`config.mk`:
```
export PLATFORM = sky130hd
export DESIGN_NAME = sps_status
export DESIGN_NICKNAME = d
export VERILOG_FILES = /design/src/rtl/sps_pkg.sv /design/src/rtl/sps_mem_if.sv /design/src/rtl/sps_mem.sv /design/src/rtl/sps_status.sv
export VERILOG_INCLUDE_DIRS = /design/src /design/src/rtl
export SDC_FILE = /design/constraint.sdc
export NUM_CORES = 1
export LEC_CHECK = 0
export BUFFER_PORTS_ARGS = -buffer_cell sky130_fd_sc_hd__buf_2
export CELL_PAD_IN_SITES_DETAIL_PLACEMENT = 2
export CELL_PAD_IN_SITES_GLOBAL_PLACEMENT = 2
export CORE_MARGIN = 2
export CORE_UTILIZATION = 49
export CTS_CLUSTER_DIAMETER = 200
export DETAILED_ROUTE_END_ITERATION = 10
export GPL_TIMING_DRIVEN = 0
export PLACE_DENSITY = 0.9
export SKIP_CTS_REPAIR_TIMING = 1
export SLEW_MARGIN = 20
export SYNTH_ARGS = -nofsm -noshare
export SYNTH_HDL_FRONTEND = slang
export SYNTH_HIERARCHICAL = 1
export SYNTH_SLANG_ARGS = --single-unit
```
`constraint.sdc`:
```
create_clock -name core_clk -period 7.3 [get_ports core_clk]
set_input_delay 1.825 -clock core_clk [delete_from_list [all_inputs] [get_ports core_clk]]
set_output_delay 1.825 -clock core_clk [all_outputs]
set_load 0.1 [all_outputs]
```
`src/rtl/sps_consts.svh`:
```
`ifndef SPS_CONSTS_SVH
`define SPS_CONSTS_SVH
// Contract
// RL1 - the receive element count reads at status bits 28 to 24, meaningful with enhanced buffering on.
// RL2 - the transmit element count reads at status bits 20 to 16, meaningful with enhanced buffering on.
// RL3 - a detected frame error sets a clearable flag at bit 12, meaningful only in framed mode.
// RL4 - the activity flag at bit 11 is high while a transaction runs and low while idle.
// RL5 - a framed-mode transmit underrun sets bit 8, held until disable or a written zero.
// RL6 - the shifter empty flag at bit 7 is high whenever the shift register holds no data.
// RL7 - a received word dropped for lack of room sets bit 6, held until disable or a written zero.
// RL8 - the receive empty flag at bit 5 is high exactly when read and write pointers are equal.
// RL9 - status bits 31-29, 23-21, 15-13, 10-9 and 4 always read as zero.
// RL10 - bit 3 shows transmit empty (reset one), bit 1 transmit full, bit 0 receive full.
// RL11 - disabling the module returns all flags and counts to reset, transmit empty reading one.

// register byte offsets
`define SPS_OFF_CTRL 8'h00
`define SPS_OFF_STAT 8'h04
`define SPS_OFF_DATA 8'h08
`define SPS_OFF_IRQ_EN 8'h0c
`define SPS_OFF_IRQ_CLR 8'h10
`define SPS_OFF_IRQ_STAT 8'h14

// control register fields
`define SPS_CTRL_ON 0
`define SPS_CTRL_ENH 1
`define SPS_CTRL_FRM 2

// status register fields
`define SPS_ST_RXELM_LSB 24
`define SPS_ST_TXELM_LSB 16
`define SPS_ST_ELM_W 5
`define SPS_ST_FRAME_ERROR_FLAG 12
`define SPS_ST_BUSY 11
`define SPS_ST_TXUR 8
`define SPS_ST_SHEMPTY 7
`define SPS_ST_RXOV 6
`define SPS_ST_RXEMPTY 5
`define SPS_ST_TXEMPTY 3
`define SPS_ST_TXFULL 1
`define SPS_ST_RXFULL 0

// interrupt status, enable and clear fields
`define SPS_IRQ_RXWORD 0
`define SPS_IRQ_RXOV 1
`define SPS_IRQ_TXUR 2
`define SPS_IRQ_FRAME_ERROR_FLAG 3
`define SPS_IRQ_N 4

// reset values
`define SPS_RST_IRQ_EN 4'h0
`define SPS_RST_CTRL 3'h0

`endif

```
`src/rtl/sps_pkg.sv`:
```
package sps_pkg;
   // link sequencer states, one-hot
   typedef enum logic [1:0] {
      SPS_IDLE = 2'b01,
      SPS_SHIFT = 2'b10
   } sps_link_t;
endpackage : sps_pkg

```
`src/rtl/sps_mem_if.sv`:
```
interface sps_mem_if #(
   parameter int W = 8,
   parameter int AW = 4
);
   logic we;
   logic [AW-1:0] waddr;
   logic [W-1:0] wdata;
   logic [AW-1:0] raddr;
   logic [W-1:0] rdata;
   modport ctl (output we, output waddr, output wdata, output raddr, input rdata);
   modport mem (input we, input waddr, input wdata, input raddr, output rdata);
endinterface : sps_mem_if

```
`src/rtl/sps_mem.sv`:
```
module sps_mem #(
   parameter int W = 8,
   parameter int AW = 4
) (
   // clock and reset
   input wire logic core_clk,
   input wire logic rst,
   // storage port
   sps_mem_if.mem port
);
   logic [W-1:0] arr [2**AW];
   logic [W-1:0] rdata_q;

   // storage itself needs no reset; only the output register does
   always_ff @(posedge core_clk) begin
      if (port.we) begin
         arr[port.waddr] <= port.wdata;
      end
   end

   // registered read, one cycle behind the address
   always_ff @(posedge core_clk or posedge rst) begin
      if (rst) begin
         rdata_q <= '0;
      end else begin
         rdata_q <= arr[port.raddr];
      end
   end

   assign port.rdata = rdata_q;
endmodule : sps_mem

```
`src/rtl/sps_status.sv`:
```
`include "sps_consts.svh"

module sps_status
   import sps_pkg::*;
#(
   parameter int WORD_W = 8,
   parameter int AW = 4
) (
   // clock and reset
   input wire logic core_clk,
   input wire logic rst,
   // apb slave
   input wire logic psel,
   input wire logic penable,
   input wire logic pwrite,
   input wire logic [7:0] paddr,
   input wire logic [31:0] pwdata,
   output logic [31:0] prdata,
   output logic pready,
   output logic pslverr,
   // serial link
   input wire logic sclk,
   input wire logic ss_n,
   input wire logic mosi,
   output logic miso,
   output logic miso_oe,
   // interrupt
   output logic irq
);
   localparam int DEPTH = 2 ** AW;
   localparam int BC_W = $clog2(WORD_W);

   typedef struct packed {
      logic on;
      logic enh;
      logic frm;
      logic sclk_m;
      logic sclk_s;
      logic sclk_p;
      logic ss_m;
      logic ss_s;
      logic ss_p;
      logic mosi_m;
      logic mosi_s;
      sps_link_t lst;
      logic [BC_W-1:0] bit_cnt;
      logic [WORD_W-1:0] rx_sh;
      logic [WORD_W-1:0] tx_sh;
      logic sh_full;
      logic miso;
      logic [AW:0] rx_wp;
      logic [AW:0] rx_rp;
      logic [AW:0] tx_wp;
      logic [AW:0] tx_rp;
      logic frm_err;
      logic tx_ur;
      logic rx_ov;
      logic [`SPS_IRQ_N-1:0] irq_st;
      logic [`SPS_IRQ_N-1:0] irq_en;
      logic ack;
      logic [31:0] prdata;
   } sps_state_t;

   // sync stages idle high for ss_n so no false frame edge leaves reset
   localparam sps_state_t ST_RST = '{
      lst: SPS_IDLE,
      ss_m: 1'b1,
      ss_s: 1'b1,
      ss_p: 1'b1,
      irq_en: `SPS_RST_IRQ_EN,
      default: '0
   };

   sps_state_t q;
   sps_state_t d;

   sps_mem_if #(.W(WORD_W), .AW(AW)) rx_m ();
   sps_mem_if #(.W(WORD_W), .AW(AW)) tx_m ();

   logic [AW:0] cap;
   logic [AW:0] rx_cnt;
   logic [AW:0] tx_cnt;
   logic rx_full;
   logic tx_full;
   logic rx_empty;
   logic [31:0] stat;
   logic acc_first;
   logic acc_fin;
   logic mapped;
   logic rise;
   logic fall;
   logic frame_edge;
   logic start;
   logic done;
   logic load;
   logic rx_push;
   logic tx_push;
   logic [WORD_W-1:0] rx_word;
   logic [WORD_W-1:0] ld_word;
   logic [`SPS_IRQ_N-1:0] ev;

   // receive and transmit storage
   sps_mem #(.W(WORD_W), .AW(AW)) u_rx_mem (
      .core_clk(core_clk),
      .rst(rst),
      .port(rx_m.mem)
   );

   sps_mem #(.W(WORD_W), .AW(AW)) u_tx_mem (
      .core_clk(core_clk),
      .rst(rst),
      .port(tx_m.mem)
   );

   // occupancy; pointers carry a wrap bit so equal means empty
   always_comb begin
      cap = q.enh ? (AW + 1)'(DEPTH) : (AW + 1)'(1);
      rx_cnt = q.rx_wp - q.rx_rp;
      tx_cnt = q.tx_wp - q.tx_rp;
      rx_empty = (q.rx_wp == q.rx_rp); // [RL8]
      rx_full = (rx_cnt >= cap); // [RL10]
      tx_full = (tx_cnt >= cap); // [RL10]
   end

   // status word, unlisted bits stay zero
   always_comb begin
      stat = 32'h0000_0000; // [RL9]
      stat[`SPS_ST_RXELM_LSB +: `SPS_ST_ELM_W] = `SPS_ST_ELM_W'(rx_cnt); // [RL1]
      stat[`SPS_ST_TXELM_LSB +: `SPS_ST_ELM_W] = `SPS_ST_ELM_W'(tx_cnt); // [RL2]
      stat[`SPS_ST_FRAME_ERROR_FLAG] = q.frm_err; // [RL3]
      stat[`SPS_ST_BUSY] = (q.lst == SPS_SHIFT); // [RL4]
      stat[`SPS_ST_TXUR] = q.tx_ur; // [RL5]
      stat[`SPS_ST_SHEMPTY] = ~q.sh_full; // [RL6]
      stat[`SPS_ST_RXOV] = q.rx_ov; // [RL7]
      stat[`SPS_ST_RXEMPTY] = rx_empty; // [RL8]
      stat[`SPS_ST_TXEMPTY] = (tx_cnt == '0); // [RL10]
      stat[`SPS_ST_TXFULL] = tx_full; // [RL10]
      stat[`SPS_ST_RXFULL] = rx_full; // [RL10]
   end

   // address decode
   always_comb begin
      case (paddr)
         `SPS_OFF_CTRL,
         `SPS_OFF_STAT,
         `SPS_OFF_DATA,
         `SPS_OFF_IRQ_EN,
         `SPS_OFF_IRQ_CLR,
         `SPS_OFF_IRQ_STAT: mapped = 1'b1;
         default: mapped = 1'b0;
      endcase
   end

   // link edges come from the second and third stages only
   assign rise = q.sclk_s & ~q.sclk_p;
   assign fall = ~q.sclk_s & q.sclk_p;
   assign frame_edge = ~q.ss_s & q.ss_p;

   // apb: first access cycle fetches, second completes with pready
   assign acc_first = psel & penable & ~q.ack;
   assign acc_fin = psel & penable & q.ack;

   // next-state logic for the whole block
   always_comb begin
      d = q;
      ev = '0;
      start = 1'b0;
      done = 1'b0;
      load = 1'b0;
      rx_push = 1'b0;
      tx_push = 1'b0;
      rx_word = {q.rx_sh[WORD_W-2:0], q.mosi_s};
      ld_word = tx_m.rdata;

      // two-stage synchronisers plus one stage for edge finding
      d.sclk_m = sclk;
      d.sclk_s = q.sclk_m;
      d.sclk_p = q.sclk_s;
      d.ss_m = ss_n;
      d.ss_s = q.ss_m;
      d.ss_p = q.ss_s;
      d.mosi_m = mosi;
      d.mosi_s = q.mosi_m;

      // register bus
      d.ack = acc_first;
      if (acc_first) begin
         case (paddr)
            `SPS_OFF_CTRL: d.prdata = {29'h0, q.frm, q.enh, q.on};
            `SPS_OFF_STAT: d.prdata = stat;
            `SPS_OFF_DATA: d.prdata = {{(32 - WORD_W){1'b0}}, rx_m.rdata};
            `SPS_OFF_IRQ_EN: d.prdata = {{(32 - `SPS_IRQ_N){1'b0}}, q.irq_en};
            `SPS_OFF_IRQ_STAT: d.prdata = {{(32 - `SPS_IRQ_N){1'b0}}, q.irq_st};
            default: d.prdata = 32'h0000_0000;
         endcase
      end
      if (acc_fin && pwrite) begin
         case (paddr)
            `SPS_OFF_CTRL: begin
               d.on = pwdata[`SPS_CTRL_ON];
               d.enh = pwdata[`SPS_CTRL_ENH];
               d.frm = pwdata[`SPS_CTRL_FRM];
            end
            `SPS_OFF_STAT: begin
               // a written zero clears, a written one is ignored
               if (!pwdata[`SPS_ST_FRAME_ERROR_FLAG]) d.frm_err = 1'b0; // [RL3]
               if (!pwdata[`SPS_ST_TXUR]) d.tx_ur = 1'b0; // [RL5]
               if (!pwdata[`SPS_ST_RXOV]) d.rx_ov = 1'b0; // [RL7]
            end
            `SPS_OFF_DATA: tx_push = q.on & ~tx_full;
            `SPS_OFF_IRQ_EN: d.irq_en = pwdata[`SPS_IRQ_N-1:0];
            `SPS_OFF_IRQ_CLR: d.irq_st = q.irq_st & ~pwdata[`SPS_IRQ_N-1:0];
            default: ;
         endcase
      end
      if (tx_push) begin
         d.tx_wp = q.tx_wp + (AW + 1)'(1);
      end
      // a read of the data register pops the oldest word
      if (acc_fin && !pwrite && paddr == `SPS_OFF_DATA && !rx_empty && q.on) begin
         d.rx_rp = q.rx_rp + (AW + 1)'(1);
      end

      // link sequencer
      if (q.frm && frame_edge) begin
         // frame pulse mid-word means the frame lost sync
         if (q.lst == SPS_SHIFT && q.bit_cnt != '0) begin
            d.frm_err = 1'b1; // [RL3]
            ev[`SPS_IRQ_FRAME_ERROR_FLAG] = 1'b1;
         end
         start = 1'b1;
      end else if (!q.frm && q.ss_s) begin
         // deselect aborts any partial word
         d.lst = SPS_IDLE;
         d.bit_cnt = '0;
         d.sh_full = 1'b0; // [RL6]
      end else if (!q.frm && q.lst == SPS_IDLE) begin
         start = 1'b1;
      end else begin
         case (q.lst)
            SPS_SHIFT: begin
               if (rise) begin
                  d.rx_sh = rx_word;
                  d.bit_cnt = q.bit_cnt + BC_W'(1);
                  if (q.bit_cnt == BC_W'(WORD_W - 1)) begin
                     done = 1'b1;
                  end
               end else if (fall && q.bit_cnt != '0) begin
                  d.tx_sh = {q.tx_sh[WORD_W-2:0], 1'b0};
                  d.miso = q.tx_sh[WORD_W-2];
               end
            end
            SPS_IDLE: ;
            default: d.lst = SPS_IDLE;
         endcase
      end

      // completed word: store it, or drop it when there is no room
      if (done) begin
         if (rx_full) begin
            d.rx_ov = 1'b1; // [RL7]
            ev[`SPS_IRQ_RXOV] = 1'b1;
         end else begin
            rx_push = 1'b1;
            d.rx_wp = q.rx_wp + (AW + 1)'(1);
            ev[`SPS_IRQ_RXWORD] = 1'b1;
         end
         if (q.frm) begin
            d.lst = SPS_IDLE;
            d.sh_full = 1'b0; // [RL6]
         end else begin
            load = 1'b1;
         end
      end
      load = load | start;

      // load the shifter from the transmit buffer at each word start
      if (load) begin
         d.lst = SPS_SHIFT;
         d.bit_cnt = '0;
         if (tx_cnt != '0) begin
            d.tx_sh = ld_word;
            d.miso = ld_word[WORD_W-1];
            d.tx_rp = q.tx_rp + (AW + 1)'(1);
            d.sh_full = 1'b1; // [RL6]
         end else begin
            d.tx_sh = '0;
            d.miso = 1'b0;
            d.sh_full = 1'b0; // [RL6]
            if (q.frm) begin
               d.tx_ur = 1'b1; // [RL5]
               ev[`SPS_IRQ_TXUR] = 1'b1;
            end
         end
      end

      // new events win over a clear in the same cycle
      d.irq_st = d.irq_st | ev;

      // disabled: everything but control, interrupt enables, bus and sync goes back to reset
      if (!q.on) begin
         d.lst = SPS_IDLE; // [RL11]
         d.bit_cnt = '0;
         d.rx_sh = '0;
         d.tx_sh = '0;
         d.sh_full = 1'b0;
         d.miso = 1'b0;
         d.rx_wp = '0;
         d.rx_rp = '0;
         d.tx_wp = '0;
         d.tx_rp = '0;
         d.frm_err = 1'b0;
         d.tx_ur = 1'b0;
         d.rx_ov = 1'b0;
         d.irq_st = ev & '0;
         rx_push = 1'b0;
      end
   end

   // storage ports; read addresses track the pointers
   assign rx_m.we = rx_push;
   assign rx_m.waddr = q.rx_wp[AW-1:0];
   assign rx_m.wdata = rx_word;
   assign rx_m.raddr = q.rx_rp[AW-1:0];
   assign tx_m.we = tx_push;
   assign tx_m.waddr = q.tx_wp[AW-1:0];
   assign tx_m.wdata = pwdata[WORD_W-1:0];
   assign tx_m.raddr = q.tx_rp[AW-1:0];

   // the single state register
   always_ff @(posedge core_clk or posedge rst) begin
      if (rst) begin
         q <= ST_RST;
      end else begin
         q <= d;
      end
   end

   // outputs
   assign prdata = q.prdata;
   assign pready = acc_fin;
   assign pslverr = acc_fin & ~mapped;
   assign miso = q.miso;
   assign miso_oe = q.on & (q.lst == SPS_SHIFT); // drive only inside a word
   assign irq = |(q.irq_st & q.irq_en);
endmodule : sps_status

```
==> key figures <==
Pwr
  • Clk pwr share: 47.0%
  • P_int: 3340 uW
  • Comb pwr share: 2.2%
  • Pwr Density: 246 nW/um^2
  • Sw frac: 22.0%
  • Max VDD drop: 246 uV
  • NetSw: 941 uW
  • P_leak: 0.00606 uW
  • Sequential Power Share: 50.8%

Logic synthesis
  • Yosys cell types: 70
  • Ys async rst share: 28.3%
  • Synthesis Warnings: 6
  • Post-synth EDFFs: 256
  • Syn_area_per_cell: 15.8 sq um
  • Synth Flop Type: edfxtp_1
  • Sequential-to-total area share from yosys stat: 67.0%
  • Synth top area cells: edfxtp_1 (50%), dfrtp_1 (16%), mux4_2 (5.3%)
  • Post-synth top area share: 50.4%
  • Mapped Cells: 968
  • Area leader, netlist: edfxtp_1
  • Area of the mapped netlist: 15300 sq um
  • #FFs+latches synth: 357

Worst hold path
  • Worst Hold Endpoint: d[89]$_DFF_PP1_
  • Hold Crit Class: reg2reg
  • Worst hold start: d[90]$_DFF_PP1_
  • Hold Path Stages: 0

CTS
  • CTS sink cnt: 357
  • CTS tree: done
  • Clock Latency Late Sink: 550 ps
  • Max Root-Sink Buffers: 3
  • H-Tree Depth: 2
  • Root buffer cell: clkbuf_16
  • CTS clock-pin slew for the worst setup and hold paths: 70 ps
  • CTS Buf Count: 39

Floorplan
  • Ports: 85
  • Core Region: 30600 sq um
  • # rows: 64
  • Starting Density: 49.9%
  • Die area: 32600 sq um
  • Die Wd: 180 um
  • Die Y: 180 um

Detailed routing
  • Routed Antenna Nets: 0
  • Vias: 10146
  • Wire per inst: 36.9 um
  • DRC errors left: 0
  • DR pass1 iterations: 5
  • Total wire length: 55200 um
  • Drt via density: 6.78
  • DRT iter0 DRCs: 1145

Worst setup path
  • Worst Setup End Kind: flip-flop
  • R2R Path Start: q[49]$_DFFE_PP0P_
  • Worst R2R Setup Slack: 1760 ps
  • Worst Path Max Fanout: 10
  • R2R Path End: u_tx_mem/arr[1][4]$_DFFE_PP_
  • CP Data Required Time: 7440 ps
  • Worst reg2reg path depth: 14
  • Critical path type: in2reg
  • CP arrival: 6070 ps
  • Critical path launch point type: input port
  • Crit. Startpoint: paddr[4]

Timing
  • Final setup fails: 0
  • Max frequency: 169 MHz
  • Crit share post-route: 81.2%
  • Final hold vios: 0
  • Tmin final: 5930 ps
  • Max transition margin: 20.2%
  • Worst Skew: 27.2 ps
  • Final setup TNS: 0 ps
  • RSZ-0062 raised after global routing: false
  • Slew Limit Fails: 0
  • Slew at the pin closest to its max-slew limit: 1190 ps

Global routing
  • GRT Overall Usage: 34.2%
  • First-pass GRT wire length: 80800 um
  • Antenna violations before repair: 0
  • Largest net degree at the start of global routing: 55
  • Number of global-route vias before repair: 11222
  • Final global-route overflow total: 0

Finish
  • Nets: 1139
  • Share of layout cells above drive strength 1: 20.9%
  • Fin util: 56.8%
  • Area grow syn2layout: 13.9%

Placed design
  • Port Buffers: 50
  • GPL Wtd Cong: 0.806
  • HPWL after DPL: 33800 um

Job
  • Max Cap Viol: 0

Run status
  • Status: complete, no violations
==> power groups by stage <==
stage / registers, uW / logic [uW] / clock network (uW)
final: 2170 / 95.9 / 2010
after global routing: 2170 / 99.9 / 2080
after CTS: 2170 / 94.3 / 2020
after detailed placement: 2210 / 91.0 / 0
after global placement: 2210 / 83.7 / 0
after floorplan: 2210 / 53.9 / 0
==> layer usage <==
layer / GRT usage [%] / wire length [um] / vias to the layer above
met5: 0 / 0 / -
met3: 4.73 / 3190 / 201
met1: 41.6 / 20500 / 5396
met2: 60.3 / 28400 / 610
li1: - / - / 3939
met4: 16.5 / 3090 / 0
==> cells by family (layout without fill, tap and decap cells) <==
kind of cell    after synthesis  in the layout  synth area share (%)
flops                       357            357                  67.0
simple gates                240            240                  7.98
compound gates              146            146                  6.78
buf+inv                     106            228                  4.10
mux                          87             87                  11.7
fa+ha+maj                    21             21                  1.82
xor+xnor                     10             10                 0.574
other cells                   1             12                0.0246
==> worst max path at each step <==
stage	to	cells after the start
2_1_floorplan	pslverr	3
3_3_place_gp	u_tx_mem/arr[0][3]$_DFFE_PP_	8
3_5_place_dp	u_tx_mem/arr[2][3]$_DFFE_PP_	8
4_1_cts	u_tx_mem/arr[2][4]$_DFFE_PP_	8
5_1_grt	u_tx_mem/arr[1][4]$_DFFE_PP_	8
6_report	u_tx_mem/arr[1][4]$_DFFE_PP_	8
==> per-stage QoR <==
step                      setup slack, ps  power, uW  hold slack (ps)  instance area [sq um]  instances
after global routing                 1210       4350              372                  17400       1496
after CTS                            1450       4290              368                  17400       1496
after global placement               1050       2300              336                  16000       1424
after detailed placement              943       2310              343                  16100       1425
after floorplan                      1810       2270              331                  15300        978
final                                1370       4280              370                  17400       1497
==> placed cells by master (no fill, tap or decap), types with 22 or more instances in the layout <==
cell type	n
mux4_1	28
dfrtp_1	97
buf_4	34
clkbuf_16	40
inv_1	27
nand2_1	74
nand3_1	25
edfxtp_1	256
a21oi_1	22
buf_2	58
mux4_2	36
a22oi_1	37
clkbuf_1	33
nor2_1	45
==> cell usage after synthesis (all sizes together) (3+ instances only) <==
| library cell | count |
|---|---|
| edfxtp | 256 |
| a21oi | 22 |
| ha | 19 |
| o21a | 4 |
| o22ai | 3 |
| inv | 28 |
| nand2b | 16 |
| a21o | 3 |
| mux4 | 64 |
| a32o | 3 |
| nand3 | 25 |
| a211oi | 4 |
| or2 | 3 |
| or3b | 4 |
| nand2 | 74 |
| a2111oi | 4 |
| mux2i | 17 |
| a22oi | 37 |
| xnor2 | 9 |
| o211ai | 9 |
| a31oi | 6 |
| dfstp | 4 |
| nand3b | 6 |
| a22o | 8 |
| dfrtp | 97 |
| or3 | 3 |
| o31ai | 7 |
| o21ai | 17 |
| o2111ai | 9 |
| nor2b | 7 |
| nand4 | 6 |
| clkdlybuf4s25 | 6 |
| clkbuf | 21 |
| nor2 | 46 |
| nor4 | 6 |
| nor3 | 18 |
| and2 | 7 |
| mux2 | 6 |
| and3 | 5 |
| buf | 50 |
| or4 | 4 |
==> critical path, cell delays in order <==
cell	delay (ps)
buf_2	110
clkbuf_1	270
or3b_2	560
nor3_2	790
nor4b_1	850
and2_1	400
or3b_2	540
nor2_1	710
==> sequential cells by signal, summed over array words and instances (netlist names) <==
register,cells
d,5
prdata,21
miso,1
q,58
u_tx_mem/arr,128
u_tx_mem/port.rdata,8
u_rx_mem/port.rdata,8
u_rx_mem/arr,128
==> cell type report <==
cell class / count / area [sq um]
fillers: 2646 / 13200
multi-input cells: 515 / 4490
inverters: 29 / 111
repair buffers: 51 / 278
flip-flops and latches: 357 / 10200
plain buffers: 77 / 517
diodes: 1 / 2.50
clock inverters: 16 / 171
clock buffers: 55 / 1090
well taps: 396 / 495
No activity file was read; power rests on OpenSTA's default activity.
